--- config.mk ---
export PLATFORM = sky130hd
export DESIGN_NAME = arsc_adc_control
export DESIGN_NICKNAME = d
export VERILOG_FILES = /design/src/arsc_adc_control.v
export VERILOG_INCLUDE_DIRS = /design/src
export SDC_FILE = /design/constraint.sdc
export NUM_CORES = 1
export LEC_CHECK = 0
export BUFFER_PORTS_ARGS = -buffer_cell sky130_fd_sc_hd__buf_2
export CORE_ASPECT_RATIO = 0.7
export CORE_UTILIZATION = 54
export CTS_CLUSTER_SIZE = 40
export DETAILED_ROUTE_END_ITERATION = 7
export GPL_ROUTABILITY_DRIVEN = 0
export GPL_TIMING_DRIVEN = 1
export PLACE_DENSITY = 0.87
export SYNTH_ARGS = -nofsm -noshare
export SYNTH_HDL_FRONTEND = slang
export SYNTH_SLANG_ARGS = --single-unit
export TNS_END_PERCENT = 30
--- constraint.sdc ---
create_clock -name core_clk -period 5.1 [get_ports core_clk]
set_input_delay 0.51 -clock core_clk [delete_from_list [all_inputs] [get_ports core_clk]]
set_output_delay 0.51 -clock core_clk [all_outputs]
set_load 0.02 [all_outputs]
--- src/arsc_defs.vh ---
/*
  Shared constants for the converter result, window and sleep control block.
  Assumes inclusion by bare name from the design file; holds only definitions.
*/
`ifndef ARSC_DEFS_VH
`define ARSC_DEFS_VH

// ==========================================================
// window compare modes
`define ARSC_WIN_OFF      3'h0
`define ARSC_WIN_BELOW    3'h1
`define ARSC_WIN_ABOVE    3'h2
`define ARSC_WIN_INSIDE   3'h3
`define ARSC_WIN_OUTSIDE  3'h4

// ==========================================================
// interrupt vector offsets
`define ARSC_VEC_RESULT_READY_FLAG   8'h00
`define ARSC_VEC_WINDOW   8'h02

// ==========================================================
// reset values and field widths
`define ARSC_RES_W        16
`define ARSC_RES_RST      16'h0000
`define ARSC_CNT_W        7
`define ARSC_FULL_SCALE   10'h3FF
`define ARSC_TEMP_CHANNEL 5'h1E

`endif

--- src/arsc_adc_control.v ---
/*
  Control logic around a 10-bit successive-approximation converter: start
  handling, accumulation, result register, window compare, flags, requests
  and sleep behaviour.
  Assumes an analog core that returns one sample per sampleDone pulse while
  sampleReq is high, and event inputs from another domain (synchronised here).
*/
// How it works
// on completion the result register holds the value, 10-bit full scale 1023.
// selecting the temperature channel switches the temperature sensor on; here only while enable is high.
// software picks reference 0x0, 32 us delays and 5 pF for temperature.
// window compare supports below, above, inside and outside conditions.
// a matching result sets the window flag and requests its interrupt.
// window compare only with non-zero mode; thresholds from two registers.
// accumulated conversions compare once, after the last sample.
// with event start enabled, an incoming event starts a conversion.
// two vectors, result ready at 0x00 and window compare at 0x02.
// flags set regardless of enable; request while flag and enable both high.
// by default the converter stops in standby sleep.
// with run in standby set, conversions finish and interrupts still occur.
// in standby, clock requested only while a conversion is needed.
// event rising edge sets the start bit; completion sets flag, clears start; here start stays set when freeRun is high.
// software sets a non-zero initial delay before standby conversions.
// power-down freezes a conversion; it resumes after wake-up.
// a conversion broken by power-down still sets the flag; result invalid.
// result-ready clears on result read or on write of one to the flag.
// window compare uses the final stored result value.
`timescale 1ns/100ps
`include "arsc_defs.vh"

module arsc_adc_control #(
  parameter RES_W = `ARSC_RES_W
) (
  // clock and reset
  input  wire             core_clk,
  input  wire             rst,
  input  wire             clkEn,
  // configuration
  input  wire             enable,
  input  wire             freeRun,
  input  wire             resolution8,
  input  wire [2:0]       sampleNumber,
  input  wire [2:0]       window_compare_mode_select,
  input  wire [RES_W-1:0] window_low_threshold,
  input  wire [RES_W-1:0] window_high_threshold,
  input  wire [4:0]       input_channel_select,
  input  wire             event_start_enable,
  input  wire             run_in_standby,
  input  wire [1:0]       interrupt_enable_register,
  // software commands
  input  wire             startWrite,
  input  wire             resultRead,
  input  wire [1:0]       flagClearWrite,
  // sleep state
  input  wire             standbySleep,
  input  wire             powerDownSleep,
  // event router input (asynchronous)
  input  wire             event_router,
  // analog core
  input  wire             sampleDone,
  input  wire [9:0]       sampleData,
  output reg              sampleReq,
  output reg              tempSensorOn,
  output reg              clockRequest,
  // results and status
  output reg              start_conversion_bit,
  output reg  [RES_W-1:0] conversion_result,
  output reg              resultValid,
  output reg  [1:0]       interrupt_flag_register,
  output reg              resultReadyIrq,
  output reg              windowIrq,
  output reg  [7:0]       vectorOffset
);

  // ==========================================================
  // event synchroniser and edge detect
  reg             evMeta;
  reg             evSync;
  reg             evLast;
  reg [RES_W-1:0] acc;
  reg [`ARSC_CNT_W-1:0] sampleCount;
  reg             haltedMid;

  wire evRise  = evSync & ~evLast;
  // see R11, see R16: standby without run bit or power-down freezes progress
  wire frozen  = powerDownSleep | (standbySleep & ~run_in_standby);
  wire running = enable & ~frozen;

  function [`ARSC_CNT_W-1:0] samplesFor;
    input [2:0] n;
    begin
      samplesFor = (n == 3'h7) ? 7'h01 : (7'h01 << n);
    end
  endfunction

  // see R04
  function winMatch;
    input [2:0]       mode;
    input [RES_W-1:0] v;
    input [RES_W-1:0] lo;
    input [RES_W-1:0] hi;
    begin
      case (mode)
        `ARSC_WIN_BELOW:   winMatch = (v < lo);
        `ARSC_WIN_ABOVE:   winMatch = (v > hi);
        `ARSC_WIN_INSIDE:  winMatch = (v > lo) && (v < hi);
        `ARSC_WIN_OUTSIDE: winMatch = (v < lo) || (v > hi);
        default:           winMatch = 1'b0;
      endcase
    end
  endfunction

  // ==========================================================
  // sample scaling: 10-bit full scale 1023, or 8-bit truncation
  wire [RES_W-1:0] scaled = resolution8 ? {8'h00, sampleData[9:2]}
                                        : {6'h00, sampleData & `ARSC_FULL_SCALE};
  wire [`ARSC_CNT_W-1:0] target = samplesFor(sampleNumber);
  wire [RES_W-1:0] accNext = acc + scaled;
  wire lastSample  = sampleDone & sampleReq & (sampleCount + 7'h01 == target);
  wire startTrig   = startWrite | (event_start_enable & evRise);

  // ==========================================================
  // event pin: two flip-flops before any use, then an edge detector
  // evLast resets to the idle low level, so leaving reset makes no false edge
  always @(posedge core_clk) begin
    if (rst) begin
      evMeta <= 1'b0;
      evSync <= 1'b0;
      evLast <= 1'b0;
    end else if (clkEn) begin
      evMeta <= event_router;
      evSync <= evMeta;
      evLast <= evSync;
    end
  end

  // ==========================================================
  // temperature sensor supply
  always @(posedge core_clk) begin
    if (rst) begin
      tempSensorOn <= 1'b0;
    end else if (clkEn) begin
      // follows the channel select while enable is high so the sensor settles before sampling
      tempSensorOn <= enable & (input_channel_select == `ARSC_TEMP_CHANNEL);
    end
  end

  // ==========================================================
  // conversion sequencing
  always @(posedge core_clk) begin
    if (rst) begin
      acc <= `ARSC_RES_RST;
      sampleCount <= {`ARSC_CNT_W{1'b0}};
      haltedMid <= 1'b0;
      sampleReq <= 1'b0;
      clockRequest <= 1'b0;
      start_conversion_bit <= 1'b0;
      conversion_result <= `ARSC_RES_RST;
      resultValid <= 1'b0;
      interrupt_flag_register <= 2'b00;
    end else if (clkEn) begin
      // remember a conversion caught by power-down
      if (powerDownSleep & start_conversion_bit)
        haltedMid <= 1'b1;
      // flag clears first; a set below wins in the same cycle
      if (resultRead | flagClearWrite[0])
        interrupt_flag_register[0] <= 1'b0;
      if (flagClearWrite[1])
        interrupt_flag_register[1] <= 1'b0;
      // a start while busy is dropped; free-running restarts at completion
      if (enable & startTrig & ~start_conversion_bit & ~powerDownSleep)
        start_conversion_bit <= 1'b1;
      sampleReq <= running & start_conversion_bit & ~lastSample;
      // clock held only while a conversion is pending
      clockRequest <= enable & (start_conversion_bit | startTrig);
      if (running & sampleDone & sampleReq) begin
        if (lastSample) begin
          // see R07, see R01: publish once after the final sample
          conversion_result <= accNext;
          acc <= `ARSC_RES_RST;
          sampleCount <= {`ARSC_CNT_W{1'b0}};
          resultValid <= ~haltedMid;
          haltedMid <= 1'b0;
          interrupt_flag_register[0] <= 1'b1; // see R10
          // see R05, see R19: compare exactly the stored value
          if (winMatch(window_compare_mode_select, accNext,
                       window_low_threshold, window_high_threshold))
            interrupt_flag_register[1] <= 1'b1;
          start_conversion_bit <= freeRun;
        end else begin
          acc <= accNext;
          sampleCount <= sampleCount + 7'h01;
        end
      end
      if (~enable) begin
        start_conversion_bit <= 1'b0;
        acc <= `ARSC_RES_RST;
        sampleCount <= {`ARSC_CNT_W{1'b0}};
      end
    end
  end

  // ==========================================================
  // interrupt requests
  // requests follow flag and enable; vector picks ready first
  always @(posedge core_clk) begin
    if (rst) begin
      resultReadyIrq <= 1'b0;
      windowIrq      <= 1'b0;
      vectorOffset   <= `ARSC_VEC_RESULT_READY_FLAG;
    end else if (clkEn) begin
      resultReadyIrq <= interrupt_flag_register[0] & interrupt_enable_register[0];
      windowIrq      <= interrupt_flag_register[1] & interrupt_enable_register[1];
      vectorOffset   <= (interrupt_flag_register[0] & interrupt_enable_register[0])
                        ? `ARSC_VEC_RESULT_READY_FLAG : `ARSC_VEC_WINDOW;
    end
  end

endmodule

==> impl_results.md, run 1 <==
- Drt drc: 0
- Compound-Gate Fraction of Synth Area: 18.9%
- Postcts setup bufs: 0
- Vias: 3900
- Die width: 105 um
- Area of the core: 6940 um2
- Crit path max-delay family: simple AND/OR/NAND/NOR gates
- Number of max-cap violations: 0
- Cts hold-fix bufs: 0
- Die ar.: 7760 um2
- Area of the multi-input gates: ~2700 um2
- CTS Buf Count: 5
- Slew @ Worst Pin: 822 ps
- Slew HR: a little under half
- TNS Setup: 0 ps
- Avg Inst Size Synth: between 8 and 9 um2
- Simple-Gate Fraction of Synth Area: 21.6%
- YS warnings: 0
- Setup violations, final: 0
- Largest net degree at the start of global routing: between 60 and 70
- Maximum root-to-sink buffer count: 2
- WP data required: ~5400 ps
- Status: finished clean
- ANT cells: 0
- Vias in the first global route: around 3600
- Clock latency on the worst-skew pair: 330 ps
- Root Driver: clkbuf_8
- Final worst-path cycle share: 88.4%
- Drt wl/cell: 15.8 um
- Commonest non-fill, non-tap cell in the layout: buf_2
- Combinational family with the most area after synthesis: simple AND/OR/NAND/NOR gates
- Fin Hold WS: roughly 380 ps
- Post-synthesis mux area share: 7.01%
- CTS tree: yes
- CTS sink cnt: 53
- Vias per cell: 5.94
- IO Pins: 104
- Initial antenna violation count: 0
- Setup Crit Path Kind: primary input to flip-flop
- CP Cell Sequence: buf_2 > mux2_2 > ha_1 > fa_1 > a21oi_1 > nand4b_1 > nand3_1 > a41oi_1 > buf_4 > nor3_1 > or2_2 > ha_1 > nand4_1 > a2111o_1 > o211a_1 > or4_1 > o311a_1 > o22ai_1
- HPWL Detailed: around 7800 um
- CTS resizes: 0
- Hold WC Path Type: primary input to flip-flop
- Fillers: between 600 and 700
- Crit-path max cell delay: ~500 ps
- Adder-Cell Fraction of Synth Area: 14.2%
- PD cells: 185 nW/um2
- Initial Util: 57.6%
- P&R area growth vs syn: 14.2%
- Unrepaired setup endpoints after global routing: no
- Leakage: between 2 and 2.5 nW
- Critical path endpoint category: flip-flop
- Crit Path Max Fanout: 10
- Most used cell, CP: ha_1
- EDFF count, synth: 0
- XOR/XNOR share of the synthesized area: under 10%
- CP arrival: between 4000 and 5000 ps
- Fin. max-slew vios: 0
- Synthesized area: around 4000 um2
- Register bit total from synthesis: 53
- Final min period: 4510 ps
- Total GRT Usage: between 20 and 30%
- Share of cells above drive strength 1: between 20 and 25%
- Port Buffer Count: 96
- Register area: 1060 um2
- Yosys cell types: 66
- Most frequent cells in the layout: 96 x buf_2, 53 x dfxtp_1, 52 x nor2_1, 43 x ha_1, 35 x inv_1
- Grt ovf: 0
- Critical Path Source Type: primary input
- Die extent in y: 74.0 um
- Peak supply drop: 0.000162 V
- Final hold vios: 0
- CP Buf/Inv Count: 2
- Synth Flop Type: dfxtp_1
- Post-Synthesis Cells: 480
- Nets: 677
- Fin Clk Skew: 23.5 ps
- First-pass DRT Iterations: 5
- Count of standard-cell rows: 25
- CP max stage cell: or4_1
- DRT iter0 DRCs: 271
- Detailed-route wire length: 10400 um
- Clk pin slew, worst setup/hold paths: 120 ps
- CTS H-tree depth: 2
- Seq/Total Area, Yosys: a little over a quarter
- Fmax: 0.222 GHz
- Post-synth ARST share: 0%
- ANT nets after route: 0
- First-pass GRT wire length: 17000 um
==> per-stage QoR <==
stage	power [W]	worst slack, ps	cell area [um2]	instances	utilization (%)
after global routing	0.000879	419	4570	657	65.8
after floorplan	0.000532	412	4020	486	-
final	0.000844	591	4570	657	65.8
after global placement	0.000574	488	4470	649	64.4
after CTS	0.000841	652	4570	657	65.8
after detailed placement	0.000581	337	4470	649	64.4
==> kinds of logic after synthesis <==
logic type,count (synthesis)
AND/OR/NAND/NOR,164
AO/OA/AOI/OAI,106
buffers and inverters,65
flip-flops,53
adder cells (fa/ha/maj),45
multiplexers,27
XOR/XNOR,19
other,1
==> synthesized netlist by cell type (10+ instances only) <==
cell type	number	area share, %
mux2i_1	19	4.8
xnor2_1	13	2.8
a21oi_1	30	3.8
clkbuf_1	14	1.3
nand2b_1	11	1.7
o21ai_0	11	1.4
nand4_1	11	1.7
nand2_1	29	2.7
a32oi_1	15	3.3
inv_1	35	3.3
nand3_1	10	1.3
nor2_1	52	4.9
ha_1	43	13
dfxtp_1	53	27
==> final cells by class <==
class	count	share of cell area (%)
flip-flops and latches	53	23.2
well taps	94	2.57
clock buffers	5	1.51
inverters	35	2.88
repair buffers	99	11.0
multi-input cells	368	58.2
clock inverters	3	0.630
==> sequential cells by signal, indices dropped and copies added, names as in the netlist <==
register / count
clockRequest: 1
evMeta: 1
haltedMid: 1
acc: 16
windowIrq: 1
sampleCount: 7
interrupt_flag_register: 2
evLast: 1
start_conversion_bit: 1
conversion_result: 16
evSync: 1
tempSensorOn: 1
resultValid: 1
sampleReq: 1
vectorOffset: 1
resultReadyIrq: 1
==> power breakdown <==
group	leakage, nW	switching [W]	internal, W
Combinational	1.64	0.0000920	0.0000658
Clock	0.0506	0.000166	0.000103
Sequential	0.427	0.00000138	0.000416
==> path summary, 6_finish.rpt <==
| check | from | end | slack (ps) | depth (start not counted) |
|---|---|---|---|---|
| min reg2reg | windowIrq$_SDFFE_PP0P_ | windowIrq$_SDFFE_PP0P_ | 480 | 2 |
| max | resolution8 | interrupt_flag_register[1]$_SDFFE_PP0P_ | 590 | 18 |
| max reg2reg | acc[0]$_SDFFE_PP0P_ | interrupt_flag_register[1]$_SDFFE_PP0P_ | 1020 | 16 |
| min | interrupt_enable_register[0] | vectorOffset[1]$_SDFFE_PP0P_ | 380 | 2 |
==> layer usage <==
| metal | vias up | track usage, % | part of all wire (%) |
|---|---|---|---|
| met5 | - | 0 | 0 |
| li1 | 1887 | - | - |
| met4 | 0 | 4.38 | 1.4 |
| met3 | 16 | 3.86 | 6.8 |
| met1 | 1838 | 36.1 | 46 |
| met2 | 159 | 47.9 | 46 |
(Power assumes the default switching activity.)
==> run 2, diff against run 1 <==
- clock period: 5.1 -> 4.7 ns (I/O delays scaled with it)
==> run 2 against run 1 <==
Net effect: largest cell class unchanged; combinational power rose by 9%; die area stayed put; core utilization is 0.11 points higher; final cell count increased by 0.15%; design area is 0.16% higher; worst hold slack got worse by 31 ps; sequential share of layout area about the same; register-to-register slack worse by 540 ps; total power rose by 8.0%.
==> impl_results.md, run 2 (same netlist as run 1, synthesis figures left out) <==
- IO Pins: 104 (unchanged)
- Critical path endpoint category: flip-flop
- Total GRT Usage: 26.3% (-0.69 points)
- Fin. max-slew vios: 0 (unchanged)
- Setup violations, final: 0 (unchanged)
- Critical Path Source Type: primary input
- Slew HR: 46.4% (+1.4 points)
- Register area: 1060 um2 (unchanged)
- Leakage: 2.13 nW (+0.23%)
- CTS sink cnt: 53 (unchanged)
- Die width: 105 um (unchanged)
- CP arrival: 4730 ps (-30 ps)
- Status: finished clean
- PD cells: 199 nW/um2 (+7.8%)
- Unrepaired setup endpoints after global routing: no
- Die ar.: 7760 um2 (unchanged)
- Drt drc: 0 (unchanged)
- Area of the core: 6940 um2 (unchanged)
- Crit Path Max Fanout: 9 (-1)
- Final min period: 4480 ps
- Placed insts: 650 (+0.15%)
- Tot Pwr: 0.000912 W (+8.0%)
- Area of the multi-input gates: 2660 um2 (unchanged)
- Die extent in y: 74.0 um (unchanged)
- Vias: 3851 (-1.3%)
- HPWL Detailed: 7620 um (-1.8%)
- Initial Util: 57.6% (unchanged)
- Postcts setup bufs: 0 (unchanged)
- Fmax: 0.223 GHz
- Count of standard-cell rows: 25 (unchanged)
- Fin Clk Skew: 18.0 ps (-5.53 ps)
- Fillers: 570 (-6.1%)
- First-pass GRT wire length: 16600 um (-2.6%)
- Detailed-route wire length: 10100 um (-2.9%)
- CTS resizes: 0 (unchanged)
- Cts hold-fix bufs: 0 (unchanged)
- ANT cells: 0 (unchanged)
- Final worst-path cycle share: a little over nine tenths
- Most frequent cells in the layout: 96 x buf_2, 53 x dfxtp_1, 52 x nor2_1, 43 x ha_1, 35 x inv_1
- Grt ovf: 0 (unchanged)
- Number of max-cap violations: 0 (unchanged)
- Peak supply drop: 0.000167 V (+3.2%)
- Clock latency on the worst-skew pair: 320 ps (about the same)
- ANT nets after route: 0 (unchanged)
- Commonest non-fill, non-tap cell in the layout: buf_2
- Slew @ Worst Pin: 800 ps (-22.2 ps)
- Maximum root-to-sink buffer count: 2 (unchanged)
- Drt wl/cell: 15.3 um (-3.0%)
- CTS tree: yes
- First-pass DRT Iterations: 5 (unchanged)
- Share of cells above drive strength 1: 22.2% (+0.14 points)
- Pre-CTS WS: -5.62 ps (-342 ps)
- Final hold vios: 0 (unchanged)
- Largest net degree at the start of global routing: 63 (unchanged)
- Vias per cell: 5.85 (-1.4%)
- Clk pin slew, worst setup/hold paths: 120 ps (about the same)
- DRT iter0 DRCs: 339 (+25%)
- Biggest regs: acc x16, conversion_result x16, sampleCount x7
- Root Driver: clkbuf_8
- Nets: 678 (+0.15%)
- CTS H-tree depth: 2 (unchanged)
- Initial antenna violation count: 0 (unchanged)
- P&R area growth vs syn: 14.4%
- CTS Buf Count: 5 (unchanged)
- Final setup margin: 217 ps (-375 ps)
- Vias in the first global route: 3607 (+0.22%)
- WP data required: 4950 ps (-400 ps)
- Port Buffer Count: 96 (unchanged)
- Setup Crit Path Kind: primary input to flip-flop
- Layout Cells excl Fill: 658 (+0.15%)
- Hold WC Path Type: primary input to flip-flop
==> run 2: per-layer routing <==
metal | share of wire [%] | GRT usage (%) | up-vias
li1 | - | - | 1892
met1 | 47 | 35.2 | 1774
met2 | 45 | 45.0 | 163
met3 | 6.3 | 4.29 | 22
met4 | 1.7 | 6.89 | 0
met5 | 0 | 0 | -
==> run 2: worst max-delay path, stage by stage <==
cell	delay [ps]
buf_2	100
buf_4	170
mux2_2	380
fa_1	440
a21oi_1	210
nand4b_1	160
nand3_1	130
a41oi_1	480
nor3_1	130
or2_2	310
ha_1	300
nand4_1	180
a2111o_1	330
o211a_1	150
or4_1	510
o311a_1	140
o22ai_1	130
==> run 2: final cells by class <==
class	instances	share of cell area, %
multi-input combinational	368	58.1
sequential	53	23.2
timing repair buffer	100	11.2
inverter	35	2.87
tap	94	2.57
clock buffer	5	1.50
clock inverter	3	0.629
==> run 2: final timing paths <==
check	cells after the start	from	slack, ps	end
max	17	resolution8	220	interrupt_flag_register[1]$_SDFFE_PP0P_
min	2	interrupt_enable_register[0]	350	vectorOffset[1]$_SDFFE_PP0P_
max reg2reg	15	acc[0]$_SDFFE_PP0P_	480	interrupt_flag_register[1]$_SDFFE_PP0P_
min reg2reg	2	windowIrq$_SDFFE_PP0P_	480	windowIrq$_SDFFE_PP0P_
==> run 2: power by group <==
part / switching [W] / internal, W
Clock: 0.000175 / 0.000112
Sequential: 0.00000171 / 0.000451
Combinational: 0.0000998 / 0.0000722
==> run 2: stage by stage <==
stage                     util [%]  TNS, ps  area, um2  hold slack (ps)
after floorplan                  -        0       4020              455
after global placement        64.5        0       4480              452
after detailed placement      64.5    -5.62       4480              462
after CTS                     65.9        0       4580              352
after global routing          65.9        0       4580              351
final                         65.9        0       4580              351
